**src/arp_match_params.svh**
```systemverilog
// Constants for the ARP rule matcher: register offsets, field positions,
// reset values and compare constants. Assumes one 32-bit register port.
// Operation
// (RL1) ARP criteria apply only when the entry frame type is ARP.
// (RL2) Opcode class: any, ARP only, RARP only, or other.
// (RL3) Other hits only opcodes that are neither ARP nor RARP codes.
// (RL4) Request/reply: any, ARP-or-RARP request, ARP-or-RARP reply.
// (RL5) Sender address: any, exact host, or masked network compare.
// (RL6) Target address: any, exact host, or masked network compare.
// (RL7) ARP sender hardware address equal (1) or unequal (0) to source MAC.
// (RL8) RARP target hardware address equal (1) or unequal (0) to source MAC.
// (RL9) Length check: hardware length 0x06 and protocol length 0x04.
// (RL10) Hardware space check: hardware type equals Ethernet code 1.
// (RL11) Protocol space check: protocol type equals 0x800.
// (RL12) For length and space checks, value 0 requires the fields to differ.
// (RL13) Hit only when every criterion holds; any always holds.
// (RL14) Source MAC criterion: any, or equal to a configured address.
// (RL15) On a hit apply the action: permit passes, deny drops.
`ifndef ARP_MATCH_PARAMS_SVH
`define ARP_MATCH_PARAMS_SVH

// Register byte addresses
`define REG_CTRL        8'h00
`define REG_SND_ADDR    8'h04
`define REG_SND_MASK    8'h08
`define REG_TGT_ADDR    8'h0C
`define REG_TGT_MASK    8'h10
`define REG_MAC_LO      8'h14
`define REG_MAC_HI      8'h18
`define REG_STATUS      8'h1C
`define REG_HIT_COUNT   8'h20

// Control field positions
`define CTL_FTYPE_ARP   0
`define CTL_OPCLS_LSB   1
`define CTL_REQREP_LSB  3
`define CTL_SND_LSB     5
`define CTL_TGT_LSB     7
`define CTL_SHA_LSB     9
`define CTL_THA_LSB     11
`define CTL_LEN_LSB     13
`define CTL_HRD_LSB     15
`define CTL_PRO_LSB     17
`define CTL_MAC_SPEC    19
`define CTL_DENY        20
`define CTL_WIDTH       21
`define CTL_RESET       21'h000000

// Frame field constants
`define OP_ARP_REQ      16'h0001
`define OP_ARP_REP      16'h0002
`define OP_RARP_REQ     16'h0003
`define OP_RARP_REP     16'h0004
`define HLN_ETHERNET    8'h06
`define PLN_IPV4        8'h04
`define HRD_ETHERNET    16'h0001
`define PRO_IPV4        16'h0800

`endif

```
**src/arp_match_pkg.sv**
```systemverilog
// Types shared by the ARP rule matcher files.
// Assumes nothing beyond a SystemVerilog compiler.
package arp_match_pkg;
    typedef enum logic [1:0] {
        OPC_ANY  = 2'b00,
        OPC_ARP  = 2'b01,
        OPC_RARP = 2'b10,
        OPC_OTHR = 2'b11
    } opclass_t;

    typedef enum logic [1:0] {
        RR_ANY   = 2'b00,
        RR_REQ   = 2'b01,
        RR_REP   = 2'b10,
        RR_RSVD  = 2'b11
    } reqrep_t;

    typedef enum logic [1:0] {
        PA_ANY   = 2'b00,
        PA_HOST  = 2'b01,
        PA_NET   = 2'b10,
        PA_RSVD  = 2'b11
    } addr_mode_t;

    // Tri-state check: any, must differ (0), must equal (1)
    typedef enum logic [1:0] {
        TRI_ANY  = 2'b00,
        TRI_ZERO = 2'b01,
        TRI_ONE  = 2'b10,
        TRI_RSVD = 2'b11
    } tri_chk_t;

    typedef enum logic [1:0] {
        ST_IDLE  = 2'b00,
        ST_EVAL  = 2'b01
    } eval_state_t;
endpackage : arp_match_pkg

```
**src/arp_frame_if.sv**
```systemverilog
// Parsed ARP frame fields passed from the top to the compare stage.
// Assumes the parser presents all fields together with one valid strobe.
`timescale 1ns/1ps
interface arp_frame_if;
    logic        valid;
    logic        is_arp;
    logic [15:0] opcode;
    logic [15:0] hrd;
    logic [15:0] pro;
    logic [7:0]  hln;
    logic [7:0]  pln;
    logic [47:0] src_mac;
    logic [47:0] sha;
    logic [47:0] tha;
    logic [31:0] spa;
    logic [31:0] tpa;

    modport src (output valid, is_arp, opcode, hrd, pro, hln, pln,
                 src_mac, sha, tha, spa, tpa);
    modport dst (input valid, is_arp, opcode, hrd, pro, hln, pln,
                 src_mac, sha, tha, spa, tpa);
endinterface : arp_frame_if

```
**src/arp_field_compare.sv**
```systemverilog
// Combinational compare of one frame against one rule entry.
// Assumes the configuration is held stable by the caller.
`timescale 1ns/1ps
`include "arp_match_params.svh"
module arp_field_compare
(
    // Frame fields
    arp_frame_if.dst                       frm,
    // Rule configuration
    input  wire logic [`CTL_WIDTH-1:0]    ctrl,
    input  wire logic [31:0]              snd_addr,
    input  wire logic [31:0]              snd_mask,
    input  wire logic [31:0]              tgt_addr,
    input  wire logic [31:0]              tgt_mask,
    input  wire logic [47:0]              mac_val,
    // Result
    output      logic                     hit
);

    // Masked or exact protocol address compare, used for sender and target
    function automatic logic addr_ok(input logic [1:0] mode, input logic [31:0] val,
                                     input logic [31:0] cfg, input logic [31:0] msk);
        case (arp_match_pkg::addr_mode_t'(mode))
            arp_match_pkg::PA_ANY:  addr_ok = 1'b1;
            arp_match_pkg::PA_HOST: addr_ok = (val == cfg);
            arp_match_pkg::PA_NET:  addr_ok = ((val & msk) == (cfg & msk));
            default:                addr_ok = 1'b0;
        endcase
    endfunction : addr_ok

    // Tri-state check against a compare outcome; reserved code never hits
    function automatic logic tri_ok(input logic [1:0] mode, input logic eq);
        case (arp_match_pkg::tri_chk_t'(mode))
            arp_match_pkg::TRI_ANY:  tri_ok = 1'b1;
            arp_match_pkg::TRI_ZERO: tri_ok = !eq; // see RL12
            arp_match_pkg::TRI_ONE:  tri_ok = eq;
            default:                 tri_ok = 1'b0;
        endcase
    endfunction : tri_ok

    logic op_arp;
    logic op_rarp;
    logic op_req;
    logic op_rep;
    logic c_opc;
    logic c_rr;
    logic c_sha;
    logic c_tha;
    logic arp_all;

    // Opcode decode
    assign op_arp  = (frm.opcode == `OP_ARP_REQ) || (frm.opcode == `OP_ARP_REP);
    assign op_rarp = (frm.opcode == `OP_RARP_REQ) || (frm.opcode == `OP_RARP_REP);
    assign op_req  = (frm.opcode == `OP_ARP_REQ) || (frm.opcode == `OP_RARP_REQ); // see RL4
    assign op_rep  = (frm.opcode == `OP_ARP_REP) || (frm.opcode == `OP_RARP_REP); // see RL4

    // Opcode class
    always_comb
    begin
        case (arp_match_pkg::opclass_t'(ctrl[`CTL_OPCLS_LSB +: 2]))
            arp_match_pkg::OPC_ANY:  c_opc = 1'b1;               // see RL2
            arp_match_pkg::OPC_ARP:  c_opc = op_arp;             // see RL2
            arp_match_pkg::OPC_RARP: c_opc = op_rarp;            // see RL2
            default:                 c_opc = !op_arp && !op_rarp; // see RL3
        endcase
    end

    // Request or reply
    always_comb
    begin
        case (arp_match_pkg::reqrep_t'(ctrl[`CTL_REQREP_LSB +: 2]))
            arp_match_pkg::RR_ANY: c_rr = 1'b1;
            arp_match_pkg::RR_REQ: c_rr = op_req; // see RL4
            arp_match_pkg::RR_REP: c_rr = op_rep; // see RL4
            default:               c_rr = 1'b0;
        endcase
    end

    // Hardware address checks, when set, pass only frames of their own opcode class and reject all others
    assign c_sha = (ctrl[`CTL_SHA_LSB +: 2] == 2'b00)
                   || (op_arp && tri_ok(ctrl[`CTL_SHA_LSB +: 2], frm.sha == frm.src_mac)); // see RL7
    assign c_tha = (ctrl[`CTL_THA_LSB +: 2] == 2'b00)
                   || (op_rarp && tri_ok(ctrl[`CTL_THA_LSB +: 2], frm.tha == frm.src_mac)); // see RL8

    // All criteria combined
    assign arp_all = c_opc && c_rr && c_sha && c_tha
        && addr_ok(ctrl[`CTL_SND_LSB +: 2], frm.spa, snd_addr, snd_mask)  // see RL5
        && addr_ok(ctrl[`CTL_TGT_LSB +: 2], frm.tpa, tgt_addr, tgt_mask)  // see RL6
        && tri_ok(ctrl[`CTL_LEN_LSB +: 2],
                  (frm.hln == `HLN_ETHERNET) && (frm.pln == `PLN_IPV4))   // see RL9
        && tri_ok(ctrl[`CTL_HRD_LSB +: 2], frm.hrd == `HRD_ETHERNET)      // see RL10
        && tri_ok(ctrl[`CTL_PRO_LSB +: 2], frm.pro == `PRO_IPV4);         // see RL11

    // ARP criteria apply only to ARP-typed entries and ARP frames
    assign hit = frm.is_arp && (!ctrl[`CTL_FTYPE_ARP] || arp_all)   // see RL1
                 && (!ctrl[`CTL_MAC_SPEC] || frm.src_mac == mac_val); // see RL14 RL13

endmodule : arp_field_compare

```
**src/arp_field_rule_matcher.sv**
```systemverilog
// Top of the ARP rule matcher: register port, frame capture and verdict.
// Assumes the ingress parser hands over decoded ARP fields with a strobe.
//
// Added by the designer: the register offsets and the address-and-strobe port.
`timescale 1ns/1ps
`include "arp_match_params.svh"
module arp_field_rule_matcher
(
    // Clock, reset, enable
    input  wire logic        clk_sys,
    input  wire logic        rst,
    input  wire logic        clk_en,
    // Register port
    input  wire logic [7:0]  reg_addr,
    input  wire logic [31:0] reg_wdata,
    input  wire logic        reg_wr,
    input  wire logic        reg_rd,
    output      logic [31:0] reg_rdata_ff,
    // Frame from parser
    input  wire logic        frm_valid,
    input  wire logic        frm_is_arp,
    input  wire logic [15:0] frm_opcode,
    input  wire logic [15:0] frm_hrd,
    input  wire logic [15:0] frm_pro,
    input  wire logic [7:0]  frm_hln,
    input  wire logic [7:0]  frm_pln,
    input  wire logic [47:0] frame_source_hw_address,
    input  wire logic [47:0] frm_sha,
    input  wire logic [47:0] frm_tha,
    input  wire logic [31:0] sender_protocol_address_field,
    input  wire logic [31:0] frm_tpa,
    // Verdict
    output      logic        res_valid_ff,
    output      logic        res_hit_ff,
    output      logic        res_permit_ff,
    output      logic        res_drop_ff
);

    ////////////////////////////////////////////////////////////////////////
    // Configuration registers
    logic [`CTL_WIDTH-1:0] ctrl_ff;
    logic [31:0]           snd_addr_ff;
    logic [31:0]           snd_mask_ff;
    logic [31:0]           tgt_addr_ff;
    logic [31:0]           tgt_mask_ff;
    logic [47:0]           mac_ff;
    logic [31:0]           hit_cnt_ff;
    logic                  last_hit_ff;
    logic                  cmp_hit;
    arp_match_pkg::eval_state_t state_ff;
    arp_match_pkg::eval_state_t nxt_state;

    arp_frame_if frm_bus ();

    // Software writes; sizes kept at the field width
    always_ff @(posedge clk_sys or posedge rst)
    begin
        if (rst)
        begin
            ctrl_ff     <= `CTL_RESET;
            snd_addr_ff <= 32'h00000000;
            snd_mask_ff <= 32'h00000000;
            tgt_addr_ff <= 32'h00000000;
            tgt_mask_ff <= 32'h00000000;
            mac_ff      <= 48'h000000000000;
        end
        else if (clk_en && reg_wr)
        begin
            case (reg_addr)
                `REG_CTRL:     ctrl_ff          <= reg_wdata[`CTL_WIDTH-1:0];
                `REG_SND_ADDR: snd_addr_ff      <= reg_wdata;
                `REG_SND_MASK: snd_mask_ff      <= reg_wdata;
                `REG_TGT_ADDR: tgt_addr_ff      <= reg_wdata;
                `REG_TGT_MASK: tgt_mask_ff      <= reg_wdata;
                `REG_MAC_LO:   mac_ff[31:0]     <= reg_wdata;
                `REG_MAC_HI:   mac_ff[47:32]    <= reg_wdata[15:0];
                default:       ;
            endcase
        end
    end

    // Read data stands one cycle after the strobe; unmapped reads zero
    always_ff @(posedge clk_sys or posedge rst)
    begin
        if (rst)
            reg_rdata_ff <= 32'h00000000;
        else if (clk_en)
        begin
            if (!reg_rd)
                reg_rdata_ff <= 32'h00000000;
            else
            begin
                case (reg_addr)
                    `REG_CTRL:      reg_rdata_ff <= {11'h000, ctrl_ff};
                    `REG_SND_ADDR:  reg_rdata_ff <= snd_addr_ff;
                    `REG_SND_MASK:  reg_rdata_ff <= snd_mask_ff;
                    `REG_TGT_ADDR:  reg_rdata_ff <= tgt_addr_ff;
                    `REG_TGT_MASK:  reg_rdata_ff <= tgt_mask_ff;
                    `REG_MAC_LO:    reg_rdata_ff <= mac_ff[31:0];
                    `REG_MAC_HI:    reg_rdata_ff <= {16'h0000, mac_ff[47:32]};
                    `REG_STATUS:    reg_rdata_ff <= {31'h00000000, last_hit_ff};
                    `REG_HIT_COUNT: reg_rdata_ff <= hit_cnt_ff;
                    default:        reg_rdata_ff <= 32'h00000000;
                endcase
            end
        end
    end

    ////////////////////////////////////////////////////////////////////////
    // Frame capture: one register stage keeps the compare off the parser path
    always_ff @(posedge clk_sys or posedge rst)
    begin
        if (rst)
        begin
            frm_bus.valid   <= 1'b0;
            frm_bus.is_arp  <= 1'b0;
            frm_bus.opcode  <= 16'h0000;
            frm_bus.hrd     <= 16'h0000;
            frm_bus.pro     <= 16'h0000;
            frm_bus.hln     <= 8'h00;
            frm_bus.pln     <= 8'h00;
            frm_bus.src_mac <= 48'h000000000000;
            frm_bus.sha     <= 48'h000000000000;
            frm_bus.tha     <= 48'h000000000000;
            frm_bus.spa     <= 32'h00000000;
            frm_bus.tpa     <= 32'h00000000;
        end
        else if (clk_en)
        begin
            frm_bus.valid <= frm_valid;
            if (frm_valid)
            begin
                frm_bus.is_arp  <= frm_is_arp;
                frm_bus.opcode  <= frm_opcode;
                frm_bus.hrd     <= frm_hrd;
                frm_bus.pro     <= frm_pro;
                frm_bus.hln     <= frm_hln;
                frm_bus.pln     <= frm_pln;
                frm_bus.src_mac <= frame_source_hw_address;
                frm_bus.sha     <= frm_sha;
                frm_bus.tha     <= frm_tha;
                frm_bus.spa     <= sender_protocol_address_field;
                frm_bus.tpa     <= frm_tpa;
            end
        end
    end

    // Compare stage
    arp_field_compare u_cmp
    (
        .frm      (frm_bus),
        .ctrl     (ctrl_ff),
        .snd_addr (snd_addr_ff),
        .snd_mask (snd_mask_ff),
        .tgt_addr (tgt_addr_ff),
        .tgt_mask (tgt_mask_ff),
        .mac_val  (mac_ff),
        .hit      (cmp_hit)
    );

    ////////////////////////////////////////////////////////////////////////
    // Evaluation state: idle until a captured frame waits
    always_comb
    begin
        case (state_ff)
            arp_match_pkg::ST_IDLE: nxt_state = frm_bus.valid ? arp_match_pkg::ST_EVAL
                                                              : arp_match_pkg::ST_IDLE;
            arp_match_pkg::ST_EVAL: nxt_state = frm_bus.valid ? arp_match_pkg::ST_EVAL
                                                              : arp_match_pkg::ST_IDLE;
            default:                nxt_state = arp_match_pkg::ST_IDLE;
        endcase
    end

    always_ff @(posedge clk_sys or posedge rst)
    begin
        if (rst)
            state_ff <= arp_match_pkg::ST_IDLE;
        else if (clk_en)
            state_ff <= nxt_state;
    end

    // Verdict: one-cycle pulses two edges after the frame strobe
    always_ff @(posedge clk_sys or posedge rst)
    begin
        if (rst)
        begin
            res_valid_ff  <= 1'b0;
            res_hit_ff    <= 1'b0;
            res_permit_ff <= 1'b0;
            res_drop_ff   <= 1'b0;
        end
        else if (clk_en)
        begin
            res_valid_ff  <= frm_bus.valid;
            res_hit_ff    <= frm_bus.valid && cmp_hit;                       // see RL13
            res_permit_ff <= frm_bus.valid && cmp_hit && !ctrl_ff[`CTL_DENY]; // see RL15
            res_drop_ff   <= frm_bus.valid && cmp_hit && ctrl_ff[`CTL_DENY];  // see RL15
        end
    end

    // Hit counter and last-result status, read-only
    always_ff @(posedge clk_sys or posedge rst)
    begin
        if (rst)
        begin
            hit_cnt_ff  <= 32'h00000000;
            last_hit_ff <= 1'b0;
        end
        else if (clk_en && frm_bus.valid)
        begin
            last_hit_ff <= cmp_hit;
            if (cmp_hit)
                hit_cnt_ff <= hit_cnt_ff + 32'h00000001; // Wraps silently
        end
    end

endmodule : arp_field_rule_matcher

```
**config.mk**
```make
export PLATFORM = sky130hd
export DESIGN_NAME = arp_field_rule_matcher
export DESIGN_NICKNAME = d
export VERILOG_FILES = /design/src/arp_match_pkg.sv /design/src/arp_frame_if.sv /design/src/arp_field_compare.sv /design/src/arp_field_rule_matcher.sv
export VERILOG_INCLUDE_DIRS = /design/src
export SDC_FILE = /design/constraint.sdc
export NUM_CORES = 1
export LEC_CHECK = 0
export BUFFER_PORTS_ARGS = -buffer_cell sky130_fd_sc_hd__buf_2
export CAP_MARGIN = 20
export CORE_ASPECT_RATIO = 0.6
export CORE_MARGIN = 2
export CORE_UTILIZATION = 62
export DETAILED_ROUTE_END_ITERATION = 6
export PLACE_DENSITY = 0.86
export SLEW_MARGIN = 20
export SYNTH_ARGS = -nofsm -noshare
export SYNTH_HDL_FRONTEND = slang
export SYNTH_SLANG_ARGS = --single-unit
```
**constraint.sdc**
```tcl
create_clock -name clk_sys -period 48.2 [get_ports clk_sys]
set_clock_uncertainty 0.2 [all_clocks]
set_input_delay 9.64 -clock clk_sys [delete_from_list [all_inputs] [get_ports clk_sys]]
set_output_delay 9.64 -clock clk_sys [all_outputs]
set_load 0.05 [all_outputs]
```
==> results by group, run 1 <==
GRT
  – Overall routing resource usage: 0.385
  – Number of global-route vias before repair: 17.5k
  – First-pass GRT wire length: 114000 um
  – Antenna violations before repair: 6
  – Largest net degree at the start of global routing: 185
  – Overall overflow remaining after global route: 0

Setup path
  – Capturing element type of the critical path: flop
  – Top fanout value on the critical path: 22
  – Required time reported for the critical path endpoint: 48.45 ns
  – Crit path arrival time: 12.60 ns
  – Launching element type of the critical path: input port
  – Critical Setup Path Class: in2reg
  – Worst R2R Setup Slack: 43.41 ns

Route
  – Detailed-route via count: 17.6k
  – Average wire length per cell after detail routing: 29.4 um
  – Initial DRT Pass Iterations: 7
  – Overall routed net length: 78100 um
  – Initial detailed-routing violation count: 2932
  – DRC errors left: 13
  – ANT nets after route: 0
  – Average via count per standard cell: 6.63

STA
  – Final Critical Period: 12.35 ns
  – Worst-margin pin slew: 1.26 ns
  – Smallest setup slack after layout: 35.85 ns
  – Final Setup Violations: 0
  – Sum of negative setup slack: 0 ns
  – Count of final max-slew check failures: 0
  – Peak Freq: 81.0 MHz
  – Period utilization: 0.256
  – Headroom to the max-slew limit: 0.159
  – Count of endpoints failing hold in the final timing report: 0
  – Setup repair after global routing missed its margin: false

Min path
  – Tightest Hold Check Type: reg2reg

Flow run
  – MaxCap Viol Count: 0

Place
  – Placed Instance Area: 26500 um2
  – Gpl congestion: 1.04
  – Pre-CTS setup slack: 35.40 ns
  – Number of input and output port buffers inserted: 354
  – Dpl hpwl: 57900 um

Synthesis
  – Count of flip-flops with a built-in enable after synthesis: 0
  – Yosys warning count: 0
  – Mean instance size in the synthesized netlist: 13.7 um2
  – #FFs+latches synth: 540
  – Most used flip-flop cell after synthesis: sky130_fd_sc_hd__dfrtp_1
  – Cells after Synth: 1763
  – Number of unique standard cell types used by synthesis: 46
  – Cell area after synthesis: 24200 um2
  – Share of async-settable or async-resettable flops after synthesis: 1.00
  – Post-synthesis sequential area ratio: 0.559
  – Post-synth net total: 2083

Cells and area
  – Final net count: 2424
  – Most frequent standard cell in the layout excluding fill and tap cells: sky130_fd_sc_hd__dfrtp_1
  – Fraction of final layout cells with drive strength greater than 1: 0.436
  – Final design area excluding fillers: 28100 um2
  – Most used cells in the layout excluding fill and tap cells: 540 x sky130_fd_sc_hd__dfrtp_1, 471 x sky130_fd_sc_hd__mux2_2, 355 x sky130_fd_sc_hd__buf_2
  – Final Core Density: 0.738
  – Post-synthesis to final-layout area growth: 16.2%
  – Filler cell count: 2466

Clock network
  – Clock tree from TritonCTS: yes
  – Clock tree buffer depth: 3
  – Clock insertion delay at the later pin of the skew report: 0.59 ns
  – Number of buffers added for setup after CTS: 0
  – Number of H-tree levels: 2
  – Number of gates resized after CTS: 0
  – CTS Root Cell: sky130_fd_sc_hd__clkbuf_16
  – Post-CTS clock slew at the launch and capture registers of the worst setup and hold paths: 0.07 ns
  – Number of buffers inserted during clock tree synthesis: 48
  – Total number of clock tree sinks: 540
  – Number of buffers added to fix hold violations after cts: 0

Die
  – Num ports: 355
  – Die Outline Area: 40600 um2
  – Core ar.: 38100 um2
  – Row count: 55
  – Starting density of the core: 0.635
  – Vertical die dimension: 157 um
  – Width of the die: 259 um

Power
  – Leakage: 13.5 nW
  – Power density normalized to cell area: 38.4 nW/um2
  – Max rail drop VDD: 27.6 uV
  – Final total power: 0.00108 W

Run status
  – Failing checks: design-rule violations
  – Outcome: complete, but fails checks
-- layout make-up --
class	instances	area, um2	area share
flip-flops and latches	540	13500	0.481
multi-input cells	1130	10300	0.368
repair buffers	376	1960	0.0697
clock buffers	74	1440	0.0513
well taps	513	642	0.0229
clock inverters	13	156	0.00557
inverters	8	37.5	0.00134
diodes	5	12.5	0.000446
-- worst max-delay path, cell delays in order --
cell and delay, ns:
sky130_fd_sc_hd__buf_2 0.11, sky130_fd_sc_hd__nor3_1 0.30, sky130_fd_sc_hd__nand2b_1 0.22, sky130_fd_sc_hd__nor2_2 0.84, sky130_fd_sc_hd__nand2_1 0.92, sky130_fd_sc_hd__mux2_2 0.55
-- through the flow --
stage / hold slack, ns / instances
floorplan: 0.244 / 1763
global placement: 0.260 / 2566
detailed placement: 0.263 / 2566
CTS: 0.278 / 2653
global route: 0.291 / 2657
finish: 0.276 / 2659
-- synthesized netlist by cell type, types with 2 or more instances --
cell type / count / area [um2]
sky130_fd_sc_hd__a31oi_1: 17 / 106
sky130_fd_sc_hd__nand2_1: 31 / 116
sky130_fd_sc_hd__a221oi_1: 12 / 105
sky130_fd_sc_hd__nand3b_1: 2 / 15.0
sky130_fd_sc_hd__nor4_1: 58 / 363
sky130_fd_sc_hd__dfrtp_1: 540 / 13500
sky130_fd_sc_hd__nand3_1: 25 / 125
sky130_fd_sc_hd__o211ai_1: 2 / 15.0
sky130_fd_sc_hd__xnor2_1: 58 / 508
sky130_fd_sc_hd__nor2_1: 21 / 78.8
sky130_fd_sc_hd__a222oi_1: 60 / 601
sky130_fd_sc_hd__o21a_1: 3 / 22.5
sky130_fd_sc_hd__nand2b_1: 2 / 12.5
sky130_fd_sc_hd__xor2_1: 183 / 1600
sky130_fd_sc_hd__o2bb2ai_1: 5 / 43.8
sky130_fd_sc_hd__o21ai_0: 5 / 25.0
sky130_fd_sc_hd__and3_1: 7 / 43.8
sky130_fd_sc_hd__a21oi_1: 14 / 70.1
sky130_fd_sc_hd__and4_1: 5 / 43.8
sky130_fd_sc_hd__a21o_1: 30 / 225
sky130_fd_sc_hd__inv_1: 7 / 26.3
sky130_fd_sc_hd__a22o_1: 8 / 70.1
sky130_fd_sc_hd__nand4_1: 35 / 219
sky130_fd_sc_hd__nor3_1: 10 / 50.1
sky130_fd_sc_hd__nor4b_1: 4 / 35.0
sky130_fd_sc_hd__clkbuf_1: 65 / 244
sky130_fd_sc_hd__nor2b_1: 4 / 25.0
sky130_fd_sc_hd__a22oi_1: 38 / 285
sky130_fd_sc_hd__buf_1: 16 / 60.1
sky130_fd_sc_hd__and2_1: 5 / 31.3
sky130_fd_sc_hd__buf_6: 2 / 22.5
sky130_fd_sc_hd__mux2i_1: 4 / 40.0
sky130_fd_sc_hd__mux2_2: 471 / 5300
sky130_fd_sc_hd__buf_4: 2 / 15.0
-- logic make-up (layout without fill, tap and decap cells) --
logic type,count (synthesis),in the layout,synth area share
multiplexers,475,475,0.221
XOR/XNOR,241,241,0.0873
other,0,5,0
AO/OA/AOI/OAI,201,201,0.0675
AND/OR/NAND/NOR,212,212,0.0491
buffers and inverters,93,471,0.0154
flip-flops,540,540,0.559
adder cells (fa/ha/maj),1,1,0.000518
-- registers in the layout, indices dropped and copies added, names as in the netlist, 48 cells and up --
signal           cells
frm_bus.sha         48
frm_bus.tha         48
mac_ff              48
frm_bus.src_mac     48
-- per-layer routing --
layer	track usage	up-vias	routed length, um
met5	0.00725	-	75
met4	0.115	6	2620
met3	0.156	190	11600
met2	0.528	1257	32000
met1	0.560	8915	31800
li1	-	7249	-
-- report_power, final --
| part | total (W) | internal, W | switching, W |
|---|---|---|---|
| Combinational | 0.000142 | 0.0000653 | 0.0000764 |
| Sequential | 0.000541 | 0.000494 | 0.0000474 |
| Clock | 0.000396 | 0.000222 | 0.000173 |
| Total | 0.00108 | 0.000781 | 0.000297 |
-- final timing paths --
path | start | end | cells after the start
max in group asynchronous | rst | snd_mask_ff[12] | 4
hold / removal | reg_rdata_ff[31] | reg_rdata_ff[31] | 1
min in group asynchronous | rst | frm_bus.src_mac[44] | 2
setup reg to reg | frm_bus.src_mac[45] | hit_cnt_ff[1] | 9
hold reg to reg | reg_rdata_ff[31] | reg_rdata_ff[31] | 1
setup / recovery | reg_addr[4] | ctrl_ff[1] | 6
Power figures use the tool's default switching activity.
==> inputs of run 2 (changes only) <==
- CORE_UTILIZATION: 62 -> 52
- PLACE_DENSITY: 0.86 -> 0.77
- clock period: 48.2 -> 11.35 ns (I/O delays scaled with it)
==> results by group, run 2 (synthesized netlist as in run 1, its figures left out) <==
Place
  – Dpl hpwl: 59900 um (was 57900 um)
  – Placed Instance Area: 26600 um2 (was 26500 um2)
  – Gpl congestion: 1.00 (was 1.04)
  – Number of input and output port buffers inserted: 354 (unchanged)

Cells and area
  – Most frequent standard cell in the layout excluding fill and tap cells: sky130_fd_sc_hd__dfrtp_1 (unchanged)
  – Final Core Density: 0.615 (was 0.738)
  – Most used cells in the layout excluding fill and tap cells: 540 x sky130_fd_sc_hd__dfrtp_1, 471 x sky130_fd_sc_hd__mux2_2, 355 x sky130_fd_sc_hd__buf_2 (unchanged)
  – Final net count: 2426 (was 2424)
  – Final design area excluding fillers: 28300 um2 (was 28100 um2)
  – Fraction of final layout cells with drive strength greater than 1: 0.439 (was 0.436)
  – Post-synthesis to final-layout area growth: 17.3% (was 16.2%)

Setup path
  – Top fanout value on the critical path: 22 (unchanged)
  – Critical Setup Path Class: in2reg (unchanged)
  – Required time reported for the critical path endpoint: 11.61 ns (was 48.45 ns)
  – Capturing element type of the critical path: flop (unchanged)
  – Launching element type of the critical path: input port (unchanged)
  – Crit path arrival time: 5.46 ns (was 12.60 ns)

Die
  – Die Outline Area: 48300 um2 (was 40600 um2)
  – Width of the die: 282 um (was 259 um)
  – Row count: 61 (was 55)
  – Core ar.: 46100 um2 (was 38100 um2)
  – Vertical die dimension: 171 um (was 157 um)
  – Num ports: 355 (unchanged)
  – Starting density of the core: 0.524 (was 0.635)

Clock network
  – Clock insertion delay at the later pin of the skew report: 0.60 ns (was 0.59 ns)
  – Post-CTS clock slew at the launch and capture registers of the worst setup and hold paths: 0.06 ns (was 0.07 ns)
  – Number of H-tree levels: 2 (unchanged)
  – Number of buffers added for setup after CTS: 0 (unchanged)
  – Clock tree buffer depth: 3 (unchanged)
  – Number of gates resized after CTS: 0 (unchanged)
  – Number of buffers inserted during clock tree synthesis: 49 (was 48)
  – Number of buffers added to fix hold violations after cts: 0 (unchanged)
  – CTS Root Cell: sky130_fd_sc_hd__clkbuf_16 (unchanged)
  – Clock tree from TritonCTS: yes (unchanged)
  – Total number of clock tree sinks: 540 (unchanged)

GRT
  – Overall overflow remaining after global route: 0 (unchanged)
  – Antenna violations before repair: 9 (was 6)
  – Number of global-route vias before repair: 17.3k (was 17.5k)
  – Overall routing resource usage: 0.330 (was 0.385)
  – First-pass GRT wire length: 115000 um (was 114000 um)
  – Largest net degree at the start of global routing: 165 (was 185)

STA
  – Final Setup Violations: 0 (unchanged)
  – Final Critical Period: 5.20 ns
  – Sum of negative setup slack: 0 ns (unchanged)
  – Final-layout worst hold slack: 0.281 ns (was 0.276 ns)
  – Worst-margin pin slew: 1.23 ns (was 1.26 ns)
  – Period utilization: 0.458
  – Count of endpoints failing hold in the final timing report: 0 (unchanged)
  – Headroom to the max-slew limit: 0.175 (was 0.159)
  – Count of final max-slew check failures: 0 (unchanged)
  – Peak Freq: 192 MHz
  – Setup repair after global routing missed its margin: false (unchanged)

Route
  – DRC errors left: 12 (was 13)
  – Average via count per standard cell: 6.25 (was 6.63)
  – Initial DRT Pass Iterations: 7 (unchanged)
  – ANT nets after route: 0 (unchanged)
  – Initial detailed-routing violation count: 2481 (was 2932)
  – Detailed-route via count: 17.4k (was 17.6k)
  – Average wire length per cell after detail routing: 28.7 um (was 29.4 um)
  – Overall routed net length: 79600 um (was 78100 um)

Power
  – Power density normalized to cell area: 164 nW/um2 (was 38.4 nW/um2)
  – Max rail drop VDD: 104 uV (was 27.6 uV)
  – Leakage: 13.5 nW (about the same)

Run status
  – Failing checks: design-rule violations (unchanged)
  – Outcome: complete, but fails checks (unchanged)

Min path
  – Tightest Hold Check Type: reg2reg (unchanged)

Flow run
  – MaxCap Viol Count: 0 (unchanged)
-- run 2: changes by cell type in the layout (fill, tap and decap cells not counted), moves of 2 or more --
cell,delta
sky130_fd_sc_hd__buf_12,+2
sky130_fd_sc_hd__buf_6,-2
sky130_fd_sc_hd__bufinv_16,+2
sky130_fd_sc_hd__clkbuf_1,-4
sky130_fd_sc_hd__clkbuf_4,+2
sky130_fd_sc_hd__clkinv_2,+3
sky130_fd_sc_hd__nor2_2,-2
sky130_fd_sc_hd__nor2_4,+2
-- run 2: area by class of cell --
type	instances	area, um2
flip-flops and latches	540	13500
fillers	3669	17800
clock inverters	18	243
well taps	630	788
multi-input cells	1130	10300
clock buffers	71	1440
repair buffers	377	1980
diodes	4	10.0
inverters	8	33.8
-- run 2: layer usage --
layer,GRT usage,up-vias,routed length (um)
li1,-,7236,-
met1,0.500,8989,34600
met2,0.450,996,32400
met3,0.113,126,10600
met4,0.0775,4,1920
met5,0,-,29
-- run 2: final timing paths --
check                                    start               end  slack (ns)  depth (start not counted)
min                           reg_rdata_ff[25]  reg_rdata_ff[25]        0.28                          1
max                                reg_addr[4]       ctrl_ff[17]        6.15                          6
min in group asynchronous                  rst   frm_bus.sha[19]        1.44                          2
min reg2reg                   reg_rdata_ff[25]  reg_rdata_ff[25]        0.28                          1
max in group asynchronous                  rst     hit_cnt_ff[2]        7.37                          4
max reg2reg                frm_bus.src_mac[45]    hit_cnt_ff[17]        6.72                         10
-- run 2: report_power, final --
group	internal [W]	total, W	switching (W)
registers	0.00210	0.00229	0.000195
clock network	0.000998	0.00176	0.000760
logic	0.000278	0.000605	0.000328
-- run 2: worst max-delay path: stages --
cell                       delay, ns
sky130_fd_sc_hd__buf_2          0.11
sky130_fd_sc_hd__nor3_1         0.34
sky130_fd_sc_hd__nand2b_1       0.25
sky130_fd_sc_hd__nor2_2         0.93
sky130_fd_sc_hd__nand2_1        0.97
sky130_fd_sc_hd__mux2_2         0.56
-- run 2: stage by stage --
step / instances / power, W / worst slack [ns]
after floorplan: 1763 / 0.00262 / 1.54
after global placement: 2681 / 0.00288 / 5.73
after detailed placement: 2681 / 0.00291 / 5.70
after CTS: 2770 / 0.00465 / 6.28
after global routing: 2776 / 0.00480 / 6.07
final: 2778 / 0.00465 / 6.15
